==> src/fed_pkg.sv <==
package fed_pkg;

  // cause bit positions, flags use the low five
  localparam int CAUSE_W = 6;
  localparam int FLAG_W = 5;
  localparam int BIT_INEXACT = 0;
  localparam int BIT_UNDERFLOW = 1;
  localparam int BIT_OVERFLOW = 2;
  localparam int BIT_DIVZERO = 3;
  localparam int BIT_INVALID = 4;
  localparam int BIT_UNIMPL = 5;

  localparam logic [5:0] CAUSE_RST = 6'h00;
  localparam logic [4:0] FLAG_RST = 5'h00;
  localparam logic [63:0] VALUE_RST = 64'h0000_0000_0000_0000;

  // floating-point register save counts
  localparam logic [5:0] SAVE_OPS_NARROW = 6'h10;
  localparam logic [5:0] SAVE_OPS_WIDE = 6'h20;

  // polarity of the top fraction bit that marks a quiet nan
  localparam logic QUIET_POL = 1'b1;

  localparam int SGL_SIGN = 31;
  localparam int DBL_SIGN = 63;
  localparam logic [31:0] SGL_QNAN = 32'h7FC0_0000;
  localparam logic [31:0] SGL_INF = 32'h7F80_0000;
  localparam logic [31:0] SGL_MAX = 32'h7F7F_FFFF;
  localparam logic [31:0] SGL_MIN = 32'h0000_0001;
  localparam logic [63:0] DBL_QNAN = 64'h7FF8_0000_0000_0000;
  localparam logic [63:0] DBL_INF = 64'h7FF0_0000_0000_0000;
  localparam logic [63:0] DBL_MAX = 64'h7FEF_FFFF_FFFF_FFFF;
  localparam logic [63:0] DBL_MIN = 64'h0000_0000_0000_0001;

  typedef enum logic [1:0] {
    RM_NEAREST = 2'b00,
    RM_ZERO = 2'b01,
    RM_UP = 2'b10,
    RM_DOWN = 2'b11
  } fed_rmode_t;

  typedef enum logic [1:0] {
    FMT_SINGLE = 2'b00,
    FMT_DOUBLE = 2'b01,
    FMT_WORD = 2'b10,
    FMT_LONG = 2'b11
  } fed_fmt_t;

  typedef enum logic [3:0] {
    OP_ADD = 4'b0000,
    OP_SUB = 4'b0001,
    OP_MUL = 4'b0010,
    OP_DIV = 4'b0011,
    OP_SQRT = 4'b0100,
    OP_FP_ABSOLUTE = 4'b0101,
    OP_FP_NEGATE = 4'b0110,
    OP_FP_REG_MOVE = 4'b0111,
    OP_CVT_SINGLE = 4'b1000,
    OP_CVT_DOUBLE = 4'b1001,
    OP_CVT_WORD = 4'b1010,
    OP_CVT_LONG = 4'b1011,
    OP_COMPARE = 4'b1100,
    OP_RSVD_D = 4'b1101,
    OP_RSVD_E = 4'b1110,
    OP_RSVD_F = 4'b1111
  } fed_op_t;

  typedef enum logic [2:0] {
    SEL_DATAPATH = 3'b000,
    SEL_QNAN = 3'b001,
    SEL_INF = 3'b010,
    SEL_OVERFLOW = 3'b011,
    SEL_FLUSH = 3'b100,
    SEL_NONE = 3'b101
  } fed_sel_t;

  typedef enum logic {
    ST_RUN = 1'b0,
    ST_TRAPPED = 1'b1
  } fed_state_t;

endpackage

==> src/fed_cls_if.sv <==
`timescale 1ns/1ns
`default_nettype none
interface fed_cls_if;
  logic [63:0] raw;
  logic is_double;
  logic sign;
  logic zero;
  logic inf;
  logic snan;
  logic qnan;
  logic denorm;
  modport cls (input raw, input is_double, output sign, output zero, output inf, output snan, output qnan,
    output denorm);
  modport user (output raw, output is_double, input sign, input zero, input inf, input snan, input qnan,
    input denorm);
endinterface
`default_nettype wire

==> src/fed_exception_detect.sv <==
`timescale 1ns/1ns
`default_nettype none
module fed_exception_detect (
  // clock and reset
  input wire logic clock_i,
  input wire logic reset_n_i,
  // instruction from the integer pipeline
  input wire logic instr_valid_i,
  output logic instr_ready_o,
  input wire fed_pkg::fed_op_t instr_op_i,
  input wire fed_pkg::fed_fmt_t instr_fmt_i,
  input wire logic cmp_ordered_rel_i,
  input wire logic [63:0] operand_a_i,
  input wire logic [63:0] operand_b_i,
  // datapath result facts
  input wire logic res_inexact_i,
  input wire logic res_overflow_i,
  input wire logic res_tiny_i,
  input wire logic res_sign_i,
  input wire logic res_int_range_i,
  // control bits
  input wire fed_pkg::fed_rmode_t rmode_i,
  input wire logic [4:0] enable_i,
  input wire logic flush_to_zero_ctl_i,
  input wire logic reg_width_mode_i,
  // control register writes
  input wire logic cause_wr_i,
  input wire logic [5:0] cause_wdata_i,
  input wire logic flag_wr_i,
  input wire logic [4:0] flag_wdata_i,
  // report to the integer pipeline
  output logic report_valid_o,
  output logic trap_o,
  output logic dest_we_o,
  output fed_pkg::fed_sel_t result_sel_o,
  output logic [63:0] default_value_o,
  // status
  output logic [5:0] cause_o,
  output logic [4:0] flag_o,
  output logic pending_o,
  output logic [5:0] save_ops_o
);
  import fed_pkg::*;

  fed_cls_if cls_a ();
  fed_cls_if cls_b ();

  fed_state_t state;
  logic take;
  logic is_double;
  logic is_arith;
  logic is_convert;
  logic uses_b;
  logic any_nan_a;
  logic any_nan_b;
  logic bad_format;
  logic opnd_unimpl;
  logic inv_addsub;
  logic inv_muldiv;
  logic inv_sqrt;
  logic inv_compare;
  logic inv_snan;
  logic div_zero;
  logic res_ok;
  logic tiny;
  logic uflow_flush;
  logic uflow_unimpl;
  logic unimpl;
  logic [5:0] next_cause;
  logic next_trap;
  fed_sel_t next_sel;
  logic next_sign;
  logic [63:0] next_value;

  function automatic logic op_arith(input fed_op_t op);
    return op inside {OP_ADD, OP_SUB, OP_MUL, OP_DIV, OP_SQRT, OP_FP_ABSOLUTE, OP_FP_NEGATE};
  endfunction

  function automatic logic op_convert(input fed_op_t op);
    return op inside {OP_CVT_SINGLE, OP_CVT_DOUBLE, OP_CVT_WORD, OP_CVT_LONG};
  endfunction

  assign take = instr_valid_i & instr_ready_o;
  assign is_double = (instr_fmt_i == FMT_DOUBLE);
  assign is_arith = op_arith(instr_op_i);
  assign is_convert = op_convert(instr_op_i);
  assign uses_b = instr_op_i inside {OP_ADD, OP_SUB, OP_MUL, OP_DIV, OP_COMPARE};

  assign cls_a.raw = operand_a_i;
  assign cls_a.is_double = is_double;
  assign cls_b.raw = operand_b_i;
  assign cls_b.is_double = is_double;

  fed_classify u_cls_a (
    .cls(cls_a)
  );

  fed_classify u_cls_b (
    .cls(cls_b)
  );

  // integer source formats carry no float encodings, so nan and denormal tests are gated off
  logic fp_src;
  assign fp_src = ~instr_fmt_i[1];
  assign any_nan_a = fp_src & (cls_a.snan | cls_a.qnan);
  assign any_nan_b = fp_src & uses_b & (cls_b.snan | cls_b.qnan);

  // reserved codes, integer formats on float operations, and same-format conversions
  always_comb
  begin
    bad_format = 1'b0;
    unique case (instr_op_i)
      OP_RSVD_D, OP_RSVD_E, OP_RSVD_F: bad_format = 1'b1;
      OP_CVT_SINGLE: bad_format = (instr_fmt_i == FMT_SINGLE);
      OP_CVT_DOUBLE: bad_format = (instr_fmt_i == FMT_DOUBLE);
      OP_CVT_WORD, OP_CVT_LONG: bad_format = ~fp_src;
      OP_FP_REG_MOVE: bad_format = ~fp_src;
      default: bad_format = ~fp_src;
    endcase
  end

  // compares and moves are exempt; only converts and computations trap here
  assign opnd_unimpl = fp_src & (is_arith | is_convert) &
    (cls_a.denorm | cls_a.qnan | (uses_b & (cls_b.denorm | cls_b.qnan)));

  assign inv_addsub = fp_src & cls_a.inf & cls_b.inf &
    (((instr_op_i == OP_ADD) & (cls_a.sign != cls_b.sign)) |
     ((instr_op_i == OP_SUB) & (cls_a.sign == cls_b.sign)));
  assign inv_muldiv = fp_src &
    (((instr_op_i == OP_MUL) & ((cls_a.zero & cls_b.inf) | (cls_a.inf & cls_b.zero))) |
     ((instr_op_i == OP_DIV) & ((cls_a.zero & cls_b.zero) | (cls_a.inf & cls_b.inf))));
  assign inv_sqrt = fp_src & (instr_op_i == OP_SQRT) & cls_a.sign & ~cls_a.zero & ~any_nan_a;
  assign inv_compare = (instr_op_i == OP_COMPARE) &
    ((cmp_ordered_rel_i & (any_nan_a | any_nan_b)) |
     (fp_src & (cls_a.snan | cls_b.snan)));
  assign inv_snan = fp_src & (is_arith | is_convert) & (cls_a.snan | (uses_b & cls_b.snan));

  assign div_zero = fp_src & (instr_op_i == OP_DIV) & cls_b.zero & ~cls_a.zero & ~cls_a.inf &
    ~any_nan_a;

  // datapath facts only count when the operands themselves raised nothing
  assign res_ok = (is_arith | is_convert) & ~inv_addsub & ~inv_muldiv & ~inv_sqrt & ~inv_snan &
    ~div_zero;
  assign tiny = res_ok & res_tiny_i;
  assign uflow_flush = tiny & ~enable_i[BIT_UNDERFLOW] & ~enable_i[BIT_INEXACT] &
    flush_to_zero_ctl_i;
  assign uflow_unimpl = tiny & ~uflow_flush;

  // an integer conversion out of range goes to software as unimplemented
  assign unimpl = bad_format | opnd_unimpl | uflow_unimpl |
    (res_ok & (instr_op_i inside {OP_CVT_WORD, OP_CVT_LONG}) & res_int_range_i);

  always_comb
  begin
    next_cause = CAUSE_RST;
    if (unimpl)
    begin
      next_cause[BIT_UNIMPL] = 1'b1;
    end
    else
    begin
      next_cause[BIT_INVALID] = inv_addsub | inv_muldiv | inv_sqrt | inv_compare | inv_snan;
      next_cause[BIT_DIVZERO] = div_zero & ~next_cause[BIT_INVALID];
      if (res_ok)
      begin
        next_cause[BIT_OVERFLOW] = res_overflow_i;
        next_cause[BIT_UNDERFLOW] = uflow_flush & res_inexact_i;
        next_cause[BIT_INEXACT] = res_inexact_i | res_overflow_i | uflow_flush;
      end
    end
  end

  // unimplemented has no enable bit; the standard ones trap only when enabled
  assign next_trap = next_cause[BIT_UNIMPL] | (|(next_cause[4:0] & enable_i));

  always_comb
  begin
    next_sel = SEL_DATAPATH;
    next_sign = res_sign_i;
    if (next_trap)
      next_sel = SEL_NONE;
    else if (next_cause[BIT_INVALID])
      next_sel = SEL_QNAN;
    else if (next_cause[BIT_DIVZERO])
    begin
      next_sel = SEL_INF;
      next_sign = cls_a.sign ^ cls_b.sign;
    end
    else if (next_cause[BIT_OVERFLOW])
      next_sel = SEL_OVERFLOW;
    else if (uflow_flush)
      next_sel = SEL_FLUSH;
    else
      next_sel = SEL_DATAPATH;
  end

  fed_default_value u_default (
    .sel_i(next_sel),
    .rmode_i(rmode_i),
    .sign_i(next_sign),
    .is_double_i(is_double),
    .value_o(next_value)
  );

  // a trapped instruction holds the unit until software clears the cause field
  always_ff @(posedge clock_i or negedge reset_n_i)
  begin
    if (!reset_n_i)
      state <= ST_RUN;
    else if (take && next_trap)
      state <= ST_TRAPPED;
    else if (cause_wr_i && cause_wdata_i == CAUSE_RST)
      state <= ST_RUN;
  end

  assign instr_ready_o = (state == ST_RUN);
  assign pending_o = (state == ST_TRAPPED);

  always_ff @(posedge clock_i or negedge reset_n_i)
  begin
    if (!reset_n_i)
    begin
      report_valid_o <= 1'b0;
      trap_o <= 1'b0;
      dest_we_o <= 1'b0;
    end
    else
    begin
      report_valid_o <= take;
      trap_o <= take & next_trap;
      dest_we_o <= take & ~next_trap;
    end
  end

  always_ff @(posedge clock_i or negedge reset_n_i)
  begin
    if (!reset_n_i)
    begin
      result_sel_o <= SEL_NONE;
      default_value_o <= VALUE_RST;
    end
    else if (take)
    begin
      result_sel_o <= next_sel;
      default_value_o <= next_value;
    end
  end

  // an instruction report in the same cycle as a software write wins
  always_ff @(posedge clock_i or negedge reset_n_i)
  begin
    if (!reset_n_i)
      cause_o <= CAUSE_RST;
    else if (take)
      cause_o <= next_cause;
    else if (cause_wr_i)
      cause_o <= cause_wdata_i;
  end

  // flags are sticky; set wins over a software write in the same cycle
  always_ff @(posedge clock_i or negedge reset_n_i)
  begin
    if (!reset_n_i)
      flag_o <= FLAG_RST;
    else
      flag_o <= (flag_wr_i ? flag_wdata_i : flag_o) |
        ((take && !next_trap) ? next_cause[4:0] & ~enable_i : FLAG_RST);
  end

  assign save_ops_o = reg_width_mode_i ? SAVE_OPS_WIDE : SAVE_OPS_NARROW;

endmodule
`default_nettype wire

==> src/fed_classify.sv <==
`timescale 1ns/1ns
`default_nettype none
module fed_classify (
  // operand in, class out
  fed_cls_if.cls cls
);
  import fed_pkg::*;

  logic exp_ones;
  logic exp_zero;
  logic frac_nz;
  logic quiet;

  always_comb
  begin
    if (cls.is_double)
    begin
      exp_ones = &cls.raw[62:52];
      exp_zero = ~|cls.raw[62:52];
      frac_nz = |cls.raw[51:0];
      quiet = cls.raw[51];
      cls.sign = cls.raw[DBL_SIGN];
    end
    else
    begin
      exp_ones = &cls.raw[30:23];
      exp_zero = ~|cls.raw[30:23];
      frac_nz = |cls.raw[22:0];
      quiet = cls.raw[22];
      cls.sign = cls.raw[SGL_SIGN];
    end
  end

  assign cls.zero = exp_zero & ~frac_nz;
  assign cls.denorm = exp_zero & frac_nz;
  assign cls.inf = exp_ones & ~frac_nz;
  assign cls.qnan = exp_ones & frac_nz & (quiet == QUIET_POL);
  assign cls.snan = exp_ones & frac_nz & (quiet != QUIET_POL);

endmodule
`default_nettype wire

==> src/fed_default_value.sv <==
`timescale 1ns/1ns
`default_nettype none
module fed_default_value (
  // selection
  input wire fed_pkg::fed_sel_t sel_i,
  input wire fed_pkg::fed_rmode_t rmode_i,
  input wire logic sign_i,
  input wire logic is_double_i,
  // substitute value, single in the low word
  output logic [63:0] value_o
);
  import fed_pkg::*;

  typedef enum logic [2:0] {
    MAG_ZERO = 3'b000,
    MAG_MIN = 3'b001,
    MAG_MAX = 3'b010,
    MAG_INF = 3'b011,
    MAG_QNAN = 3'b100
  } fed_mag_t;

  fed_mag_t mag;
  logic [63:0] body;

  // magnitude for a quiet nan, a divide-by-zero infinity, an untrapped overflow or a flushed underflow
  always_comb
  begin
    mag = MAG_ZERO;
    unique case (sel_i)
      SEL_QNAN: mag = MAG_QNAN;
      SEL_INF: mag = MAG_INF;
      SEL_OVERFLOW:
      begin
        unique case (rmode_i)
          RM_NEAREST: mag = MAG_INF;
          RM_ZERO: mag = MAG_MAX;
          RM_UP: mag = sign_i ? MAG_MAX : MAG_INF;
          RM_DOWN: mag = sign_i ? MAG_INF : MAG_MAX;
        endcase
      end
      SEL_FLUSH:
      begin
        unique case (rmode_i)
          RM_NEAREST: mag = MAG_ZERO;
          RM_ZERO: mag = MAG_ZERO;
          RM_UP: mag = sign_i ? MAG_ZERO : MAG_MIN;
          RM_DOWN: mag = sign_i ? MAG_MIN : MAG_ZERO;
        endcase
      end
      default: mag = MAG_ZERO;
    endcase
  end

  always_comb
  begin
    body = VALUE_RST;
    unique case (mag)
      MAG_MIN: body = is_double_i ? DBL_MIN : {32'h0000_0000, SGL_MIN};
      MAG_MAX: body = is_double_i ? DBL_MAX : {32'h0000_0000, SGL_MAX};
      MAG_INF: body = is_double_i ? DBL_INF : {32'h0000_0000, SGL_INF};
      MAG_QNAN: body = is_double_i ? DBL_QNAN : {32'h0000_0000, SGL_QNAN};
      default: body = VALUE_RST;
    endcase
    // the quiet nan carries no sign; every other default keeps the intermediate sign
    if (mag != MAG_QNAN && sign_i)
    begin
      if (is_double_i)
        body[DBL_SIGN] = 1'b1;
      else
        body[SGL_SIGN] = 1'b1;
    end
  end

  assign value_o = body;

endmodule
`default_nettype wire

==> config.mk <==
export PLATFORM = sky130hd
export DESIGN_NAME = fed_exception_detect
export DESIGN_NICKNAME = d
export VERILOG_FILES = /design/src/fed_pkg.sv /design/src/fed_cls_if.sv /design/src/fed_exception_detect.sv /design/src/fed_classify.sv /design/src/fed_default_value.sv
export SDC_FILE = /design/constraint.sdc
export NUM_CORES = 1
export LEC_CHECK = 0
export ABC_CLOCK_PERIOD_IN_PS = 1770
export BUFFER_PORTS_ARGS = -buffer_cell sky130_fd_sc_hd__buf_2
export CAP_MARGIN = 20
export CORE_MARGIN = 1.5
export CORE_UTILIZATION = 48
export CTS_CLUSTER_SIZE = 8
export DETAILED_ROUTE_END_ITERATION = 8
export MAX_ROUTING_LAYER = met4
export PLACE_DENSITY = 0.85
export SLEW_MARGIN = 20
export SYNTH_ARGS = -nofsm -noshare
export SYNTH_HDL_FRONTEND = slang
export SYNTH_HIERARCHICAL = 1
export SYNTH_SLANG_ARGS = --single-unit
==> constraint.sdc <==
create_clock -name clock_i -period 1.77 [get_ports clock_i]
set_input_delay 0.0885 -clock clock_i [delete_from_list [all_inputs] [get_ports clock_i]]
set_output_delay 0.0885 -clock clock_i [all_outputs]
set_load 0.005 [all_outputs]
==> results.py, run 1 <==
metrics = {
    "run_status": {
        "status": "finished, violations left",
        "violations": "negative setup slack",
    },
    "setup_path": {
        "cp-end-kind": "flip-flop",
        "crit_arrival_ns": 3.57,
        "startpoint_type": "input port",
        "cp.required_ns": 2.01,
        "crit_path_max_fanout": 8,
        "reg2reg_depth": 6,
        "crit_type": "in -> reg",
    },
    "logic_synthesis": {
        "ys_seq_area_frac": 0.4111,
        "async_flop_share": 1.000,
        "synthTopCellsByArea": "dfrtp_1, nand2_1, buf_4, nor4_1, mux2i_1",
        "ys.flop_type": "dfrtp_1",
        "synth_top_area_share": 0.4006,
        "synth.cell_area_mm2": 0.004997,
        "yosys_warnings": 6,
        "ys_types": 66,
        "syn_area_per_cell_um2": 8.274,
        "synth_edf_count": 0,
        "synth_seq_cells": 82,
        "yosysTopAreaCell": "dfrtp_1",
        "synthCells": 604,
    },
    "global_routing": {
        "grt_pass1_vias": 5347,
        "grt.overflow.total": 0,
        "grt_antenna_before_repair": 0,
        "grt_pass1_wl_um": 26380,
        "grt_max_degree": 65,
        "grtUsageTotal": 0.3115,
    },
    "drt": {
        "drt_iter0_drc": 391,
        "dr.pass1.iters": 5,
        "routed_wl_um": 17380,
        "vias": 5620,
        "drc": 0,
        "wl_per_cell_um": 16.60,
        "ant_nets": 0,
        "via_per_inst": 5.368,
    },
    "timing": {
        "fmax_mhz": 300.4,
        "min_period_over_period": 1.881,
        "fin_ws_ns": -1.559,
        "layout_min_cycle_time_ns": 3.329,
        "setup_viol": 81,
        "drv_slew": 0,
        "worst_pin_slew_ns": 0.6491,
        "tns_ns": -108.44,
        "rsz0062_at_grt": "true",
        "fin_worst_skew_ns": 0.01246,
        "slew_headroom": 0.5673,
        "hold_violations": 0,
    },
    "cts": {
        "clk_path_buf_depth": 2,
        "cts.clk_slew.worst_paths_ns": 0.09,
        "h-tree-depth": 3,
        "cts_buffers": 9,
        "clock_latency_ns": 0.35,
        "cts_sinks": 82,
        "cts_tree": "yes",
        "cts_root_buffer": "clkbuf_8",
    },
    "final_layout": {
        "register_area_mm2": 0.002054,
        "drive_gt1_frac": 0.5159,
        "fin_cells": 1047,
        "fillerInstances": 723,
        "syn_to_final_growth_pct": 54.86,
        "diodes": 0,
        "nets": 1071,
        "multi_input_area_mm2": 0.002903,
    },
    "die": {
        "initial_utilization": 0.4884,
        "core_mm2": 0.01023,
        "ios": 254,
        "die_h_um": 105.0,
        "die-area_mm2": 0.01103,
        "rows": 37,
        "die_w_um": 105.0,
    },
    "worst_hold_path": {
        "hold_path.class": "in -> reg",
        "min_path_cells": 3,
    },
    "power": {
        "comb_power_share": 0.318,
        "ir_drop_mv": 0.4215,
        "fin_total_pwr_w": 0.005466,
        "internal_power_w": 0.003667,
        "p_per_area_mw_per_mm2": 706.4,
        "p_sw_frac": 0.3291,
        "p_sw_w": 0.001799,
        "p_seq_frac": 0.421,
        "clkPwrFrac": 0.261,
        "p_leak_nw": 4.102,
    },
    "placement": {
        "portBuffers": 249,
        "placedCellCount": 981,
        "dp_hpwl_um": 11550,
        "post-place-ws_ns": -2.081,
        "place.gp.congestion": 0.9105,
    },
    "flow_run": {
        "drv_cap": 0,
    },
}
critical path, stage by stage:
cell and delay, ns:
buf_6 0.08, nor2b_4 0.28, nor4b_2 0.30, nand3_1 0.13
o21ai_0 0.19, and3_4 0.32, a22oi_1 0.08, a2111o_1 0.48
o2111ai_4 0.12, a21oi_4 0.05, nand4b_1 0.22, mux2_4 0.37
and3b_2 0.28, o211ai_1 0.28, a21oi_2 0.16, nand2_1 0.10
nand2_1 0.05
registers in the layout, summed over array words and instances, names as in the netlist:
register	flops
report_valid_o	1
trap_o	1
default_value_o	64
dest_we_o	1
flag_o	5
result_sel_o	3
pending_o	1
cause_o	6
logic make-up after synthesis:
family | count (synthesis) | synth area share
AOI/OAI and AO/OA | 68 | 0.1039
buffers and inverters | 95 | 0.1207
and+or+nand+nor | 341 | 0.3260
other | 1 | 0.0007504
xor gates and xnor gates | 2 | 0.006259
muxes | 15 | 0.03130
DFF | 82 | 0.4111
final cells by class:
| class | count | area share |
|---|---|---|
| multi-input combinational | 434 | 0.3751 |
| clock buffer | 10 | 0.01778 |
| sequential | 82 | 0.2655 |
| timing repair buffer | 369 | 0.3046 |
| inverter | 10 | 0.005497 |
| tap | 136 | 0.02199 |
| clock inverter | 6 | 0.009539 |
cell usage after synthesis, types with 4 or more instances:
| library cell | number |
|---|---|
| nor2_1 | 22 |
| clkbuf_1 | 16 |
| mux2_2 | 5 |
| o211ai_1 | 4 |
| nor3b_1 | 5 |
| inv_1 | 10 |
| nor4_1 | 28 |
| nand2_1 | 208 |
| nor3_1 | 12 |
| mux2i_1 | 10 |
| dfrtp_1 | 80 |
| a211oi_1 | 6 |
| nand4_1 | 11 |
| nor4b_1 | 4 |
| o21ai_0 | 19 |
| o22ai_1 | 4 |
| nor2b_1 | 9 |
| buf_4 | 58 |
| nand3_1 | 13 |
| a21oi_1 | 6 |
path summary, 6_finish.rpt:
path | start | to | slack (ns)
min in group asynchronous | reset_n_i | default_value_o[62] | 0.23
max in group asynchronous | reset_n_i | result_sel_o[0] | 0.89
max | instr_fmt_i[0] | default_value_o[24] | -1.56
max reg2reg | pending_o | flag_o[3] | 0.03
min reg2reg | default_value_o[18] | default_value_o[18] | 0.47
min | enable_i[2] | flag_o[2] | 0.02
per-layer routing:
| layer | track usage | share of wire | vias to the layer above |
|---|---|---|---|
| met5 | - | 0 | - |
| met4 | 0.09393 | 0.028 | 0 |
| met3 | 0.05552 | 0.072 | 49 |
| met2 | 0.5154 | 0.50 | 304 |
| met1 | 0.3899 | 0.40 | 2641 |
| li1 | - | - | 2626 |
power by group through the flow:
stage                     Combinational (W)  Clock [W]  Sequential (W)
after floorplan                    0.000686          0         0.00233
after global placement              0.00145          0         0.00231
after detailed placement            0.00149          0         0.00233
after CTS                           0.00164    0.00145         0.00230
after global routing                0.00188    0.00154         0.00233
final                               0.00174    0.00143         0.00230
cell usage in the layout, fill, tap and decap left out, types with 6 or more instances in the layout:
master and count:
buf_6 30, o21ai_1 7, o21ai_0 8, nor4_1 15
nor4_2 10, nand3_1 10, nor2_1 16, dlygate4sd3_1 10
clkbuf_8 10, dfrtp_1 80, buf_2 235, buf_4 91
nor2b_4 6, nand4_1 11, inv_1 8, mux2i_1 10
nand2_1 205
repair_timing:
item	CTS	global route
setup buffers	25	12
pin swaps	37	25
cloned	4	1
endpoints found under the hold margin	41	0
setup endpoints to repair	81	81
gates resized for setup	83	34
hold buffers	10	0
through the flow:
stage	utilization	hold WS (ns)	cell area [µm²]
final	0.7564	0.02311	7739
after global placement	0.6430	0.07230	6579
after detailed placement	0.6430	0.07268	6579
after global routing	0.7564	0.02628	7739
after floorplan	-	-0.2071	5190
after CTS	0.7308	0.01613	7477
(Power assumes the default switching activity.)
==> inputs of run 2 (changes only) <==
--- a/config.mk
+++ b/config.mk
@@ -5,16 +5,15 @@
 export SDC_FILE = /design/constraint.sdc
 export NUM_CORES = 1
 export LEC_CHECK = 0
-export ABC_CLOCK_PERIOD_IN_PS = 1770
+export ABC_CLOCK_PERIOD_IN_PS = 4059
 export BUFFER_PORTS_ARGS = -buffer_cell sky130_fd_sc_hd__buf_2
 export CAP_MARGIN = 20
 export CORE_MARGIN = 1.5
-export CORE_UTILIZATION = 48
+export CORE_UTILIZATION = 51
 export CTS_CLUSTER_SIZE = 8
 export DETAILED_ROUTE_END_ITERATION = 8
 export MAX_ROUTING_LAYER = met4
-export PLACE_DENSITY = 0.85
-export SLEW_MARGIN = 20
+export PLACE_DENSITY = 0.89
 export SYNTH_ARGS = -nofsm -noshare
 export SYNTH_HDL_FRONTEND = slang
 export SYNTH_HIERARCHICAL = 1
==> constraint.sdc (replaced) <==
create_clock -name clock_i -period 4.06 [get_ports clock_i]
set_input_delay 0.203 -clock clock_i [delete_from_list [all_inputs] [get_ports clock_i]]
set_output_delay 0.203 -clock clock_i [all_outputs]
set_load 0.005 [all_outputs]
==> results.py, run 2 (synthesis results as in run 1) <==
metrics = {
    "run_status": {
        "status": "complete, no violations",
    },
    "power": {
        "p_leak_nw": 3.480,
        "ir_drop_mv": 0.2616,
        "p_per_area_mw_per_mm2": 355.3,
    },
    "cts": {
        "h-tree-depth": 3,
        "cts_tree": "yes",
        "post_cts_buffers": 0,
        "clk_path_buf_depth": 2,
        "post_cts_resized": 0,
        "cts_sinks": 82,
        "cts.clk_slew.worst_paths_ns": 0.09,
        "cts_root_buffer": "clkbuf_8",
        "clock_latency_ns": 0.35,
        "cts_buffers": 9,
    },
    "timing": {
        "drv_slew": 0,
        "tns_ns": 0,
        "fin_worst_skew_ns": 0.007236,
        "fmax_mhz": 277.2,
        "min_period_over_period": 0.8887,
        "layout_min_cycle_time_ns": 3.608,
        "slew_headroom": 0.6299,
        "setup_viol": 0,
        "hold_violations": 0,
        "worst_pin_slew_ns": 0.5540,
        "rsz0062_at_grt": "false",
    },
    "final_layout": {
        "fin_cells": 942,
        "final_cell_mix": "buf_2, nand2_1, dfrtp_1",
        "largest_reg_flops": 64,
        "final_common_cell": "buf_2",
        "reg.largest.list": "default_value_o x64, cause_o x6, flag_o x5",
        "nets": 973,
        "diodes": 0,
        "largest-register": "default_value_o",
        "drive_gt1_frac": 0.3911,
        "syn_to_final_growth_pct": 27.02,
    },
    "drt": {
        "drc": 0,
        "via_per_inst": 5.240,
        "vias": 4936,
        "dr.pass1.iters": 5,
        "wl_per_cell_um": 14.87,
        "drt_iter0_drc": 318,
        "ant_nets": 0,
        "routed_wl_um": 14010,
    },
    "setup_path": {
        "startpoint_type": "input port",
        "crit_path_max_fanout": 19,
        "critPathTopFamily": "simple AND/OR/NAND/NOR gates",
        "reg2reg_depth": 5,
        "slowest_delay_ns": 0.39,
        "path_cells": "buf_2 > nor2b_2 > buf_12 > nand4b_1 > nor2_1 > a41oi_1 > nor4b_2 > buf_4 > nor4b_1 > a21oi_1 > o22ai_1 > a21oi_4 > nand4b_1 > mux2_2 > and3b_1 > o2111ai_1 > inv_2 > nand2_1 > nand2_1",
        "cp-end-kind": "flip-flop",
        "crit_arrival_ns": 3.85,
        "cp.required_ns": 4.31,
        "crit_buf_inv": 4,
        "cp_slowest_cell": "nor4b_1",
        "rrSetupSlack_ns": 1.94,
        "rr_endpoint": "flag_o[0]",
        "crit_type": "in -> reg",
        "r2r-start": "pending_o",
    },
    "die": {
        "die_h_um": 102.0,
        "die-area_mm2": 0.01040,
        "core_mm2": 0.009371,
        "initial_utilization": 0.5332,
        "die_w_um": 102.0,
        "rows": 35,
        "ios": 254,
    },
    "global_routing": {
        "grt_antenna_before_repair": 0,
        "grt.overflow.total": 0,
        "grt.busiest_layer": "met2",
        "grtUsageTotal": 0.2844,
        "grt_pass1_vias": 4681,
        "grt_max_degree": 83,
        "grt_pass1_wl_um": 22530,
        "met2_usage": 0.4361,
        "met3_usage": 0.05814,
        "use_met1": 0.3855,
    },
    "placement": {
        "place.gp.congestion": 1.024,
        "portBuffers": 249,
        "placedCellCount": 924,
        "dp_hpwl_um": 10870,
    },
    "worst_hold_path": {
        "whs_endpoint": "flag_o[2]",
        "hold_start": "enable_i[2]",
        "hold_path.class": "in -> reg",
        "min_path_cells": 2,
    },
    "flow_run": {
        "drv_cap": 0,
    },
}
==> run 2: cell types whose count changed in the layout (fill, tap and decap cells not counted), moves of 7 or more <==
cell           delta
buf_6            -30
nor4_1           +12
o21ai_0          +11
o21ai_1           -7
dlygate4sd3_1     -9
nor4_2            -9
buf_4            -68
nor3_1            +7
buf_2            +13
==> run 2: area by class of cell <==
class,count,area (µm²)
clock buffers,9,123.9
clock inverters,7,105.1
well taps,129,161.4
flip-flops and latches,82,2054
repair buffers,275,1491
multi-input cells,430,2374
inverters,10,37.54
fillers,813,3024
==> run 2: worst reg2reg max path: stages, from the launching register on <==
cell and delay, ns:
dfrtp_1 0.41, inv_1 0.09, nand2_2 0.31, nor3b_1 0.60, nand3_1 0.23, o41ai_1 0.37
==> run 2: per-stage QoR <==
stage | power (W) | utilization | hold slack, ns | cell area, µm² | setup slack [ns]
after detailed placement | 0.001594 | 0.6489 | 0.4078 | 6081 | 0.05134
after CTS | 0.002271 | 0.6733 | 0.03318 | 6310 | 0.4213
after global placement | 0.001578 | 0.6489 | 0.4082 | 6081 | 0.1359
after global routing | 0.002386 | 0.6773 | 0.03899 | 6347 | 0.05720
after floorplan | 0.001301 | - | -0.09259 | 5030 | 0.01947
final | 0.002255 | 0.6773 | 0.04273 | 6347 | 0.4520
==> run 2: worst max path at each step <==
stage | start | to | slack, ns | depth (start not counted)
floorplan | instr_fmt_i[1] | default_value_o[52] | 0.02 | 19
global placement | operand_a_i[47] | default_value_o[6] | 0.14 | 18
detailed placement | operand_a_i[47] | default_value_o[3] | 0.05 | 18
CTS | operand_a_i[47] | default_value_o[37] | 0.42 | 17
global route | instr_fmt_i[0] | default_value_o[47] | 0.06 | 19
finish | instr_fmt_i[1] | default_value_o[37] | 0.45 | 19
==> run 2: layer usage <==
layer | routed length [µm] | vias up | share of wire
met1 | 6385 | 2281 | 0.46
met3 | 1043 | 16 | 0.074
met2 | 6375 | 217 | 0.46
li1 | - | 2422 | -
met4 | 205 | 0 | 0.015
met5 | 0 | - | 0
==> run 2: timing repair <==
item / 4_1_cts / 5_1_grt
endpoints found under the setup margin: 0 / 0
endpoints found under the hold margin: 0 / 31
hold buffers: 0 / 1
==> run 2: report_power, final <==
part	internal (W)	switching, W
Combinational	0.000251	0.000335
Sequential	0.000934	0.0000619
Clock	0.000357	0.000316
Total	0.00154	0.000712
==> inputs of run 3 (changes only) <==
--- a/config.mk
+++ b/config.mk
@@ -13,7 +13,7 @@
 export CTS_CLUSTER_SIZE = 8
 export DETAILED_ROUTE_END_ITERATION = 8
 export MAX_ROUTING_LAYER = met4
-export PLACE_DENSITY = 0.89
+export PLACE_DENSITY = 0.88
 export SYNTH_ARGS = -nofsm -noshare
 export SYNTH_HDL_FRONTEND = slang
 export SYNTH_HIERARCHICAL = 1
==> results.py, run 3 (synthesis results as in run 1) <==
metrics = {
    "timing": {
        "fmax_mhz": 263.2,
        "hold_violations": 0,
        "slew_headroom": 0.6160,
        "setup_viol": 0,
        "min_period_over_period": 0.9359,
        "layout_min_cycle_time_ns": 3.800,
        "drv_slew": 0,
        "worst_pin_slew_ns": 0.5747,
        "fin_worst_skew_ns": 0.008501,
    },
    "drt": {
        "routed_wl_um": 15310,
        "wl_per_cell_um": 16.20,
        "ant_nets": 0,
        "vias": 5126,
        "drc": 0,
        "drt_iter0_drc": 356,
        "dr.pass1.iters": 6,
        "via_per_inst": 5.424,
    },
    "die": {
        "ios": 254,
        "die_h_um": 102.0,
        "die_w_um": 102.0,
        "die-area_mm2": 0.01040,
        "core_mm2": 0.009371,
        "rows": 35,
        "initial_utilization": 0.5332,
    },
    "setup_path": {
        "cp.required_ns": 4.34,
        "cp-end-kind": "flip-flop",
        "slowest_delay_ns": 0.54,
        "crit_path_max_fanout": 19,
        "critPathTopFamily": "simple AND/OR/NAND/NOR gates",
        "rr_endpoint": "flag_o[0]",
        "crit_arrival_ns": 4.08,
        "path_cells": "buf_2 > nor4_1 > nand3_1 > o31ai_4 > nor4b_2 > nand2_1 > or4_4 > o2111ai_2 > nor2_1 > nand4b_1 > mux2_2 > a21boi_2 > buf_4 > o2111ai_1 > inv_2 > buf_12 > nand2_1 > nand2_1",
        "rrSetupSlack_ns": 1.56,
        "cp_slowest_cell": "or4_4",
        "reg2reg_depth": 6,
        "crit_top_cell": "nand2_1",
        "crit_buf_inv": 4,
        "r2r-start": "pending_o",
        "startpoint_type": "input port",
        "crit_type": "in -> reg",
    },
    "final_layout": {
        "drive_gt1_frac": 0.3943,
        "largest-register": "default_value_o",
        "nets": 974,
        "final_core_util": 0.6816,
        "final_common_cell": "buf_2",
        "fillerInstances": 758,
        "fin_cells": 945,
        "final_cell_mix": "buf_2, nand2_1, dfrtp_1",
        "largest_reg_flops": 64,
        "syn_to_final_growth_pct": 27.82,
        "reg.largest.list": "default_value_o x64, cause_o x6, flag_o x5",
    },
    "cts": {
        "cts_root_buffer": "clkbuf_8",
        "cts.clk_slew.worst_paths_ns": 0.08,
        "cts_sinks": 82,
        "clk_path_buf_depth": 2,
        "h-tree-depth": 3,
        "clock_latency_ns": 0.34,
        "cts_buffers": 9,
        "cts_tree": "yes",
    },
    "power": {
        "ir_drop_mv": 0.2120,
        "p_leak_nw": 3.495,
        "p_per_area_mw_per_mm2": 362.6,
    },
    "worst_hold_path": {
        "whs_endpoint": "flag_o[2]",
        "hold_start": "enable_i[2]",
        "hold_path.class": "in -> reg",
        "min_path_cells": 2,
    },
    "global_routing": {
        "grt_antenna_before_repair": 2,
        "grt.overflow.total": 0,
        "grt_pass1_vias": 4772,
        "grt_max_degree": 83,
        "grt_pass1_wl_um": 23430,
        "grtUsageTotal": 0.2990,
    },
    "flow_run": {
        "drv_cap": 0,
    },
    "placement": {
        "place.gp.congestion": 0.8771,
        "dp_hpwl_um": 11920,
        "placedCellCount": 922,
        "portBuffers": 249,
    },
    "run_status": {
        "status": "complete, no violations",
    },
}
run 3: changes by cell type in the layout (fill, tap and decap cells not counted), sizes merged:
cell	delta
nor2b	+1
clkinv	+1
clkinvlp	-1
diode	+2
inv	-1
bufinv	+1
run 3: layer usage:
layer | GRT usage | share of wire | vias to the layer above
met5 | - | 0 | -
met4 | 0.08114 | 0.015 | 0
met3 | 0.05609 | 0.072 | 28
met2 | 0.4671 | 0.47 | 279
met1 | 0.4015 | 0.44 | 2390
li1 | - | - | 2429
run 3: repair_timing:
| item | in CTS | in global routing |
|---|---|---|
| setup buffers | 0 | 1 |
| hold buffers | 0 | 1 |
| endpoints found under the hold margin | 0 | 36 |
| endpoints found under the setup margin | 0 | 43 |
| resized for setup | 0 | 4 |
run 3: worst max path at each step:
stage | from | to | slack, ns | cells past startpoint
finish | operand_a_i[47] | default_value_o[44] | 0.26 | 18
global route | instr_fmt_i[0] | default_value_o[44] | -0.06 | 21
CTS | instr_fmt_i[0] | default_value_o[39] | 0.26 | 19
detailed placement | instr_fmt_i[0] | default_value_o[44] | -0.08 | 19
global placement | instr_fmt_i[0] | default_value_o[7] | 0.15 | 18
floorplan | instr_fmt_i[1] | default_value_o[52] | 0.02 | 19
run 3: final cells by class:
| cell class | instances | area [µm²] | share of cell area |
|---|---|---|---|
| antenna | 2 | 5.005 | 0.0007835 |
| sequential | 82 | 2054 | 0.3216 |
| timing repair buffer | 275 | 1484 | 0.2323 |
| tap | 129 | 161.4 | 0.02527 |
| inverter | 10 | 37.54 | 0.005877 |
| clock inverter | 7 | 123.9 | 0.01939 |
| multi-input combinational | 431 | 2397 | 0.3753 |
| clock buffer | 9 | 123.9 | 0.01939 |
run 3: metrics by stage:
| stage | hold slack, ns | power (W) | cell area, µm² | worst slack, ns | TNS [ns] |
|---|---|---|---|---|---|
| 6_report | 0.08089 | 0.002316 | 6387 | 0.2601 | 0 |
| 5_1_grt | 0.06779 | 0.002442 | 6387 | -0.05747 | -0.4387 |
| 4_1_cts | 0.05060 | 0.002309 | 6289 | 0.2600 | 0 |
| 3_5_place_dp | 0.4215 | 0.001589 | 6041 | -0.07975 | -1.491 |
| 3_3_place_gp | 0.4103 | 0.001571 | 6041 | 0.1450 | 0 |
| 2_1_floorplan | -0.09259 | 0.001301 | 5030 | 0.01947 | 0 |
run 3: where the power goes:
part | switching (W) | leakage [nW] | internal, W | total [W]
Clock | 0.000307 | 0.126 | 0.000416 | 0.000724
Combinational | 0.000341 | 2.27 | 0.000256 | 0.000597
Sequential | 0.0000614 | 1.10 | 0.000934 | 0.000996
Total | 0.000710 | 3.49 | 0.00161 | 0.00232
